--- config.mk ---
export PLATFORM = sky130hd
export DESIGN_NAME = spmc_top
export DESIGN_NICKNAME = d
export VERILOG_FILES = /design/src/spmc_pkg.sv /design/src/spmc_irq_pad.sv /design/src/spmc_top.sv
export SDC_FILE = /design/constraint.sdc
export NUM_CORES = 1
export LEC_CHECK = 0
export BUFFER_PORTS_ARGS = -buffer_cell sky130_fd_sc_hd__buf_2
export CORE_MARGIN = 3
export CORE_UTILIZATION = 49
export CTS_BUF_LIST = sky130_fd_sc_hd__clkbuf_4
export DETAILED_ROUTE_END_ITERATION = 10
export HOLD_SLACK_MARGIN = 0.12
export MAX_ROUTING_LAYER = met4
export PLACE_DENSITY = 0.71
export SETUP_SLACK_MARGIN = 0.02
export SLEW_MARGIN = 20
export SYNTH_ARGS = -nofsm -noshare
export SYNTH_HDL_FRONTEND = slang
export SYNTH_SLANG_ARGS = --single-unit
--- constraint.sdc ---
create_clock -name clk_sys -period 4.81 [get_ports clk_sys]
set_input_delay 0.7215 -clock clk_sys [delete_from_list [all_inputs] [get_ports clk_sys]]
set_output_delay 0.7215 -clock clk_sys [all_outputs]
set_load 0.01 [all_outputs]
--- src/spmc_pkg.sv ---
// Package: constants and types for the sensor pin mode control block.
// Assumes a single 250 MHz system clock.
package spmc_pkg;
   localparam int unsigned SPMC_CLK_MHZ = 250;
   // Default timing figures in microseconds
   localparam int unsigned SPMC_HIB_ENTRY_US = 10;
   localparam int unsigned SPMC_PULSE_US = 4;
   localparam int unsigned SPMC_HIB_ENTRY_CYC = SPMC_HIB_ENTRY_US * SPMC_CLK_MHZ;
   localparam int unsigned SPMC_PULSE_CYC = SPMC_PULSE_US * SPMC_CLK_MHZ;
   localparam int unsigned SPMC_CNT_W = 24;
   localparam logic [1:0] SPMC_THR_RST = 2'h0;
   localparam logic [1:0] SPMC_IRQ_CFG_RST = 2'h0;
   // Interrupt pin output type
   typedef enum logic [1:0] {
      SPMC_PP = 2'h0,
      SPMC_OD = 2'h1,
      SPMC_OS = 2'h2,
      SPMC_IN = 2'h3
   } spmc_irq_cfg_type;
   // Motion line state machine, one-hot
   typedef enum logic [3:0] {
      SPMC_ST_BOOT = 4'h1,
      SPMC_ST_ARMED = 4'h2,
      SPMC_ST_PULSE = 4'h4,
      SPMC_ST_HIB = 4'h8
   } spmc_state_type;
endpackage

--- src/spmc_irq_pad.sv ---
// Output-type driver for one interrupt pin.
// Assumes the pin wire resolves drive from oe_n (low = driving).
`timescale 1ns/100ps
`default_nettype none
module spmc_irq_pad
   import spmc_pkg::*;
(
   // Configuration
   input wire spmc_irq_cfg_type cfg,
   input wire logic hiz,
   // Level
   input wire logic level,
   // Pin
   output logic pin_out,
   output logic pin_oe_n
);
   always_comb begin
      pin_out = level;
      pin_oe_n = 1'b0;
      if (hiz || cfg == SPMC_IN) begin
         pin_oe_n = 1'b1;
      end else if (cfg == SPMC_OD) begin
         pin_out = 1'b0;
         pin_oe_n = level;
      end else if (cfg == SPMC_OS) begin
         pin_out = 1'b1;
         pin_oe_n = ~level;
      end
   end
endmodule
`default_nettype wire

--- src/spmc_top.sv ---
// Pin function and mode steering of the motion sensor.
// Assumes pins are synchronous to clk_sys; pull-ups are external.
// Summary of operation
// - Boot-mode strap is captured once after reset and held.
// - Strap high: second pin is open-drain boot-complete output.
// - Strap low: second pin is interrupt b output or external trigger input.
// - Seventh pin is SPI chip select; wake-up only with strap low.
// - Host releases motion line to enable; long low enters hibernate.
// - On motion the device pulls the motion line low for a fixed width.
// - Host low pulses on the motion line select the motion threshold.
// - Interface strap high selects SPI, low selects I2C.
// - In hibernate the serial pins and second pin are high impedance.
// - Hibernate: wake pin and first pin float or input by mode.
// - Interrupt pins configurable; push-pull after reset and hibernate exit.
// - Three-wire select bit switches SPI to one bidirectional data pin.
// - Strap low gives default mode, strap high motion-detection mode.
`timescale 1ns/100ps
`default_nettype none
module spmc_top
   import spmc_pkg::*;
#(
   parameter int unsigned HIB_ENTRY_CYC = SPMC_HIB_ENTRY_CYC,
   parameter int unsigned PULSE_CYC = SPMC_PULSE_CYC
) (
   // Clock and reset
   input wire logic clk_sys,
   input wire logic rst,
   // Straps
   input wire logic boot_mode_strap,
   input wire logic host_if_strap,
   // Core configuration
   input wire logic spi_three_wire,
   input wire spmc_irq_cfg_type irq_a_cfg,
   input wire spmc_irq_cfg_type irq_b_cfg,
   input wire logic irq_cfg_load,
   input wire logic ext_sample_trigger_sel,
   input wire logic hib_req,
   // Core events
   input wire logic irq_a_level,
   input wire logic irq_b_level,
   input wire logic boot_done,
   input wire logic motion_event,
   // Serial pins
   input wire logic spi_cs_n_in,
   input wire logic sdata_in,
   input wire logic sdata_core_out,
   input wire logic sdata_core_oe_n,
   input wire logic miso_core_out,
   input wire logic miso_core_oe_n,
   output logic sdata_out,
   output logic sdata_oe_n,
   output logic miso_out,
   output logic miso_oe_n,
   // Pin 6 and pin 8
   input wire logic pin6_in,
   output logic pin6_out,
   output logic pin6_oe_n,
   input wire logic motion_line_in,
   output logic motion_line_out,
   output logic motion_line_oe_n,
   // Status to core
   output logic motion_mode,
   output logic spi_sel,
   output logic spi_3w_active,
   output logic spi_cs_n,
   output logic wake_up,
   output logic ext_sample_trigger,
   output logic detect_en,
   output logic hibernate,
   output logic [1:0] motion_threshold,
   output logic irq_a_in,
   output logic irq_b_in
);
   typedef struct packed {
      logic strap_done;
      logic boot_mode;
      logic if_mode;
      spmc_state_type st;
      logic [SPMC_CNT_W-1:0] cnt;
      logic [1:0] thr;
      spmc_irq_cfg_type cfg_a;
      spmc_irq_cfg_type cfg_b;
      logic hib_prev;
      logic trig_prev;
      logic trig;
      logic wake_prev;
      logic wake;
   } spmc_regs_type;

   spmc_regs_type cur_r;
   spmc_regs_type cur_nxt;
   logic hib_now;
   logic irq_a_pin_out;
   logic irq_a_pin_oe_n;
   logic [SPMC_CNT_W-1:0] hib_lim;
   logic [SPMC_CNT_W-1:0] pulse_lim;

   assign hib_lim = SPMC_CNT_W'(HIB_ENTRY_CYC);
   assign pulse_lim = SPMC_CNT_W'(PULSE_CYC);
   assign hib_now = (cur_r.st == SPMC_ST_HIB) || (!cur_r.boot_mode && hib_req);

   always_comb begin
      cur_nxt = cur_r;
      cur_nxt.trig = 1'b0;
      cur_nxt.wake = 1'b0;
      cur_nxt.hib_prev = hib_now;
      cur_nxt.trig_prev = pin6_in;
      cur_nxt.wake_prev = spi_cs_n_in;
      if (!cur_r.strap_done) begin
         cur_nxt.strap_done = 1'b1;
         cur_nxt.boot_mode = boot_mode_strap;
         cur_nxt.if_mode = host_if_strap;
      end
      // Push-pull after hibernate exit, else software load
      if (cur_r.hib_prev && !hib_now) begin
         cur_nxt.cfg_a = SPMC_PP;
         cur_nxt.cfg_b = SPMC_PP;
      end else if (irq_cfg_load) begin
         cur_nxt.cfg_a = irq_a_cfg;
         cur_nxt.cfg_b = irq_b_cfg;
      end
      // External trigger rising edge, default mode only
      // Edge history is only valid once the strap has been taken
      if (cur_r.strap_done && !cur_r.boot_mode && ext_sample_trigger_sel && pin6_in
          && !cur_r.trig_prev) begin
         cur_nxt.trig = 1'b1;
      end
      // Wake-up on falling edge of pin 7 in default-mode hibernate
      if (!cur_r.boot_mode && hib_now && cur_r.wake_prev && !spi_cs_n_in) begin
         cur_nxt.wake = 1'b1;
      end
      case (cur_r.st)
         SPMC_ST_BOOT: begin
            cur_nxt.cnt = '0;
            if (cur_r.strap_done && cur_r.boot_mode && boot_done) begin
               cur_nxt.st = SPMC_ST_ARMED;
            end
         end
         SPMC_ST_ARMED: begin
            if (!motion_line_in) begin
               cur_nxt.cnt = cur_r.cnt + 1'b1;
               if (cur_r.cnt + 1'b1 >= hib_lim) begin
                  cur_nxt.st = SPMC_ST_HIB;
                  cur_nxt.cnt = '0;
               end
            end else begin
               if (cur_r.cnt != '0) begin
                  cur_nxt.thr = cur_r.thr + 1'b1;
               end
               cur_nxt.cnt = '0;
               if (motion_event) begin
                  cur_nxt.st = SPMC_ST_PULSE;
               end
            end
         end
         SPMC_ST_PULSE: begin
            cur_nxt.cnt = cur_r.cnt + 1'b1;
            if (cur_r.cnt + 1'b1 >= pulse_lim) begin
               cur_nxt.st = SPMC_ST_ARMED;
               cur_nxt.cnt = '0;
            end
         end
         SPMC_ST_HIB: begin
            cur_nxt.cnt = '0;
            if (motion_line_in) begin
               cur_nxt.st = SPMC_ST_ARMED;
            end
         end
         default: begin
            cur_nxt.st = SPMC_ST_BOOT;
         end
      endcase
   end

   always_ff @(posedge clk_sys) begin
      if (rst) begin
         cur_r <= '{strap_done: 1'b0, boot_mode: 1'b0, if_mode: 1'b0,
                    st: SPMC_ST_BOOT, cnt: '0, thr: SPMC_THR_RST,
                    cfg_a: SPMC_PP, cfg_b: SPMC_PP, hib_prev: 1'b0,
                    trig_prev: 1'b0, trig: 1'b0, wake_prev: 1'b1,
                    wake: 1'b0};
      end else begin
         cur_r <= cur_nxt;
      end
   end

   // Mode and interface status
   assign motion_mode = cur_r.boot_mode;
   assign spi_sel = cur_r.if_mode;
   assign spi_3w_active = cur_r.if_mode && spi_three_wire;
   assign spi_cs_n = cur_r.if_mode ? spi_cs_n_in : 1'b1;
   assign wake_up = cur_r.wake;
   assign ext_sample_trigger = cur_r.trig;
   assign detect_en = cur_r.boot_mode && (cur_r.st == SPMC_ST_ARMED);
   assign hibernate = hib_now;
   assign motion_threshold = cur_r.thr;
   assign irq_a_in = !cur_r.boot_mode && cur_r.cfg_a == SPMC_IN && motion_line_in;
   assign irq_b_in = !cur_r.boot_mode && cur_r.cfg_b == SPMC_IN && pin6_in;

   // Serial data pins
   always_comb begin
      sdata_out = sdata_core_out;
      sdata_oe_n = sdata_core_oe_n;
      miso_out = miso_core_out;
      miso_oe_n = miso_core_oe_n;
      if (hib_now) begin
         sdata_oe_n = 1'b1;
         miso_oe_n = 1'b1;
      end else if (!cur_r.if_mode || spi_three_wire) begin
         miso_oe_n = 1'b1;
      end
   end

   spmc_irq_pad u_pad_a (
      .cfg(cur_r.cfg_a),
      .hiz(hib_now),
      .level(irq_a_level),
      .pin_out(irq_a_pin_out),
      .pin_oe_n(irq_a_pin_oe_n)
   );

   // Pin 8: interrupt a or motion line
   always_comb begin
      if (cur_r.boot_mode) begin
         motion_line_out = 1'b0;
         motion_line_oe_n = !(cur_r.st == SPMC_ST_PULSE);
      end else begin
         motion_line_out = irq_a_pin_out;
         motion_line_oe_n = irq_a_pin_oe_n;
      end
   end

   // Pin 6: boot-complete, interrupt b or trigger input
   logic irq_b_pin_out;
   logic irq_b_pin_oe_n;
   spmc_irq_pad u_pad_b (
      .cfg(ext_sample_trigger_sel ? SPMC_IN : cur_r.cfg_b),
      .hiz(hib_now),
      .level(irq_b_level),
      .pin_out(irq_b_pin_out),
      .pin_oe_n(irq_b_pin_oe_n)
   );
   always_comb begin
      if (cur_r.boot_mode) begin
         pin6_out = 1'b0;
         pin6_oe_n = hib_now || !cur_r.strap_done || (cur_r.st != SPMC_ST_BOOT);
      end else begin
         pin6_out = irq_b_pin_out;
         pin6_oe_n = irq_b_pin_oe_n;
      end
   end
endmodule
`default_nettype wire

Word-level counts from Yosys, hierarchy flattened
Index checks and enable logic that the tools add are counted.
- $add $sub $neg: 2
- magnitude comparators: 2
- equality and inequality tests: 17
- muxes and demuxes: 31
- bitwise operators: 2
- reductions and logical operators: 36
- operators by type and width (operator ; number):
    28-bit two-way mux ; 3
    24-bit one-hot mux with 3 select lines ; 1
    24-bit by 1-bit adder with 24-bit output (second input constant) ; 1
    24-bit by 10-bit greater-or-equal comparator with 1-bit output (second input constant) ; 1
    24-bit by 12-bit greater-or-equal comparator with 1-bit output (second input constant) ; 1
    24-bit nonzero test ; 1
    1-bit two-way mux ; 22
    1-bit logical AND ; 17
    4-bit one-hot mux with 4 select lines ; 1
    4-bit two-way mux ; 3
    2-bit equality test (second input constant) ; 5
    1-bit zero test ; 7
    1-bit logical OR ; 6
    2-bit inequality test (second input constant) ; 3
    3-bit inequality test (second input constant) ; 2
    5-bit AND reduction ; 1
    2-bit by 1-bit equality test with 1-bit output (second input constant) ; 2
    4-bit by 1-bit equality test with 1-bit output (second input constant) ; 1
    4-bit by 2-bit equality test with 1-bit output (second input constant) ; 1
    4-bit by 3-bit equality test with 1-bit output (second input constant) ; 1
    4-bit equality test (second input constant) ; 1
    4-bit by 1-bit inequality test with 1-bit output (second input constant) ; 1
    2-bit OR reduction ; 2
    3-bit AND reduction ; 1
    other kinds (4) ; 5
- flip-flop bits (word level): 42
- bits of input ports: 24
- output and inout port bits: 20

Logic depth before layout (Yosys ltp)
- depth after elaboration: 7
- mapped depth: 10

Cells and area by module
A second synthesis with hierarchy kept.
- cell total of the unflattened synthesis: 310
- area, all modules: 2587.5 um^2
- modules (own cells, without submodules) (module ; times used ; cells each ; area each (um^2)):
    spmc_top ; 1 ; 300 ; 2509.9
    spmc_irq_pad ; 2 ; 5 ; 38.8

Worst setup path before layout
Ideal clock, no wire load.
- path kind: reg-to-reg
- from: register cur_r[11] (netlist name)
- to: register cur_r[13] (netlist name)
- library setup time: 0.060 ns
- data arrival time: 2.677 ns
- required time: 4.750 ns
- slack: 2.073 ns
- cell stages (with the launch flop): 9
- period minus slack after synthesis: 2.737 ns
- cells stage by stage: dfxtp_1 -> ha_1 -> nand3_1 -> nor4_1 -> mux2_2 -> o21ai_0 -> nand4_4 -> nor4_4 -> a22o_1
- longest elaborated chain between the ends: 5
- RTL lines (item ; line ; source):
    start, declared ; spmc_top.sv:90 ; spmc_regs_type cur_r;
    start signal, assigned ; spmc_top.sv:177 ; cur_r <= '{strap_done: 1'b0, boot_mode: 1'b0, if_mode: 1'b0,
    start signal, assigned ; spmc_top.sv:183 ; cur_r <= cur_nxt;
    24-bit by 1-bit adder with 24-bit output (*) ; -- ;
    24-bit by 12-bit greater-or-equal comparator with 1-bit output ; spmc_top.sv:142 ; if (cur_r.cnt + 1'b1 >= hib_lim) begin
    28-bit two-way mux ; spmc_top.sv:142 ;
    28-bit two-way mux ; spmc_top.sv:140 ; if (!motion_line_in) begin
    24-bit one-hot mux with 3 select lines (*) ; spmc_top.sv:132 ; case (cur_r.st)
Every way passes the cells marked *; elsewhere a longest branch is shown, timed or not. The select of a mux whose other input is x is not followed.
A chain may end at the register's enable or synchronous reset.

Final worst setup path
- from: register cur_r[13] (netlist name)
- to: register cur_r[22] (netlist name)
The elaborated chain is that of the path after synthesis.

==> flow_summary.json <==
{
  "layout-drive-gt1-share_pct": 18.8,
  "finalHoldViolations": 0,
  "htree_levels": 2,
  "status": "complete, no violations",
  "worstPathRequired_ps": 5120,
  "fmax_mhz": 294,
  "viasPerCell": 5.63,
  "dieArea_um2": 5910,
  "post-route-drc-count": 0,
  "numCtsBuffers": 5,
  "clk_path_buf_depth": 2,
  "netlist_instances": 300,
  "drv_cap": 0,
  "p_per_area_nw_per_um2": 279,
  "slowest_delay_ps": 560,
  "fin_ws_ps": 1410,
  "numPortBuffers": 38,
  "place_congestion": 0.858,
  "power_frac_seq_pct": 50.7,
  "finalCritPeriodShare_pct": 70.7,
  "grt_setup_unrepaired": "no",
  "path_class": "reg -> reg",
  "combPwrFrac_pct": 25.1,
  "fin_worst_skew_ps": 5.34,
  "drt_first_pass_iters": 4,
  "end_kind": "flip-flop",
  "grt_max_degree": 21,
  "critPathArrivalTime_ps": 3710,
  "wl_per_cell_um": 14.0,
  "ys_ff_latch": 42,
  "postLayoutCoreUtil_pct": 56.7,
  "hold_buffers": 0,
  "tightest_slew_ps": 866,
  "tns_ps": 0,
  "grt-ovfl-total": 0,
  "max_slew_margin_pct": 41.4,
  "grt_pass1_wl_mm": 9.55,
  "ys_types": 55,
  "antenna_cells": 0,
  "synth_warnings": 0,
  "maxSlewViolCount": 0,
  "crit_path_top_delay_cell": "nor4_4",
  "max-vdd-ir-drop_uv": 221,
  "clock-sinks": 42,
  "clkTransAtPathRegs_ps": 130,
  "dr_total_vias": 2230,
  "avgSynthCellArea_um2": 8.21,
  "worstSkewPairLatency_ps": 370,
  "antenna_found_initial": 0,
  "holdCritStartpoint": "cur_r[1]$_SDFF_PP1_",
  "ys_seq_area_share_pct": 34.1,
  "core_area_um2": 4790,
  "cts_tree": "yes",
  "wl_mm": 5.54,
  "start_kind": "flip-flop",
  "p_leak_nw": 1.10,
  "finalCriticalPeriod_ps": 3400,
  "track_usage_pct": 20.2,
  "crit_path_cell_trace": "nand4_1 > or3_4 > or4b_4 > a211oi_4 > nand4_4 > nor4_4 > nand3_1 > o21ai_1",
  "hold_path_class": "reg -> reg",
  "rows": 25,
  "postCtsSetupBuffers": 0,
  "syn_area_um2": 2460,
  "worstSetupStartpoint": "cur_r[13]$_SDFFE_PP0P_",
  "grt_pass1_vias": 2027,
  "p_sw_mw": 0.262,
  "path_max_fanout": 12,
  "rr_startpoint": "cur_r[13]$_SDFFE_PP0P_",
  "power_mw": 0.756,
  "fp.dieH_um": 76.9,
  "sw_frac_of_total_pct": 34.7,
  "drtIter0Drc": 139,
  "synthesis.nets": 326,
  "p_clk_share_pct": 24.2,
  "syn2layout_area_growth_pct": 10.1,
  "layout.nets": 354,
  "dp_slack_ps": 1490,
  "cts_root_buffer": "clkbuf_4",
  "dp.final_hpwl_mm": 4.06,
  "num_io_pins": 44,
  "cts-resized-gates": 0,
  "die_w_um": 76.9,
  "start_util_pct": 51.5,
  "setup_violations": 0,
  "intPower_mw": 0.494,
  "drtAntennaViolNets": 0
}
critical path, delay by kind of cell, from the launching register on:
kind	cells	cell delay, ps
and+or+nand+nor	6	2410
DFF	1	550
AOI/OAI and AO/OA	2	380
routing by layer:
metal | vias to the layer above | part of all wire, % | track usage (%)
met3 | 8 | 3.9 | 3.52
met1 | 1033 | 49 | 28.1
li1 | 1145 | - | -
met4 | 0 | 1.3 | 5.98
met2 | 44 | 45 | 30.0
met5 | - | 0 | -
final cells by class:
cell class,count,area (um2)
Sequential cell,42,841
Fill cell,462,2070
Timing Repair Buffer,40,205
Clock buffer,5,37.5
Tap cell,67,83.8
Multi-Input combinational cell,226,1470
Clock inverter,3,21.3
Inverter,13,48.8
flip-flops by register name, summed over array words and instances (netlist names):
name                flops
ext_sample_trigger      1
wake_up                 1
motion_threshold        2
cur_r                  36
motion_mode             1
spi_sel                 1
path summary, 6_finish.rpt:
| check | endpoint | slack, ps | cells after the start |
|---|---|---|---|
| min reg2reg | wake_up$_SDFF_PP0_ | 480 | 1 |
| max | cur_r[22]$_SDFFE_PP0P_ | 1410 | 8 |
| min | wake_up$_SDFF_PP0_ | 480 | 1 |
| max reg2reg | cur_r[22]$_SDFFE_PP0P_ | 1410 | 8 |
through the flow:
| step | cells | hold WS, ps | instance area [um2] |
|---|---|---|---|
| 2_1_floorplan | 300 | 443 | 2460 |
| 3_3_place_gp | 388 | 454 | 2650 |
| 6_report | 396 | 477 | 2710 |
| 4_1_cts | 396 | 480 | 2710 |
| 5_1_grt | 396 | 498 | 2710 |
| 3_5_place_dp | 388 | 461 | 2650 |
cell families after synthesis:
group / count (synthesis) / synth area share, %
fa+ha+maj: 2 / 1.02
xor+xnor: 8 / 2.84
compound gates: 63 / 17.8
buf+inv: 32 / 6.04
mux: 10 / 4.11
flops: 42 / 34.1
simple gates: 143 / 34.1
cell usage in the layout (no fill, tap or decap), drive strengths merged, types with 4 or more instances in the layout:
cell	count
dfxtp	42
buf	40
nor2	32
nand2	18
and2	16
a21oi	14
nor4	14
o21ai	14
inv	13
nand3	13
mux2i	9
nand2b	7
nand4	7
nor4b	6
xor2	6
and3	6
a21o	5
a22o	5
clkbuf	5
nor3	5
a31oi	4
or2	4
o31ai	4
or3	4
cells in the mapped netlist (all sizes together):
master	count	area share, %
dfxtp	42	34
nor2	32	4.9
nand2	18	2.7
and2	16	4.1
a21oi	14	2.8
nor4	14	4.2
o21ai	14	2.8
inv	13	2.0
nand3	13	2.6
buf	12	3.0
mux2i	9	3.7
clkbuf	7	1.1
nand2b	7	1.8
nand4	7	2.6
and3	6	1.5
nor4b	6	2.1
xor2	6	2.1
a21o	5	1.5
a22o	5	1.8
nor3	5	1.5
a31oi	4	1.0
o31ai	4	1.2
or2	4	1.0
or3	4	1.2
and4	3	1.1
nor2b	3	0.76
a2111oi	2	0.71
a211oi	2	1.1
a311oi	2	0.71
ha	2	1.0
nand4b	2	0.71
o2111a	2	0.91
or4b	2	0.96
xnor2	2	0.71
a22oi	1	0.30
a31o	1	0.36
a41o	1	0.41
mux2	1	0.46
nand3b	1	0.30
o21a	1	0.30
o22ai	1	0.25
o311a	1	0.41
o311ai	1	0.36
o31a	1	0.36
o32ai	1	0.36
power by group through the flow:
| stage | clock, mW | combinational (mW) | sequential [mW] |
|---|---|---|---|
| 2_1_floorplan | 0 | 0.139 | 0.384 |
| 3_3_place_gp | 0 | 0.186 | 0.390 |
| 3_5_place_dp | 0 | 0.190 | 0.390 |
| 4_1_cts | 0.190 | 0.190 | 0.383 |
| 5_1_grt | 0.202 | 0.213 | 0.388 |
| 6_report | 0.183 | 0.190 | 0.383 |
Note: power is estimated with default switching activity, not from simulation.
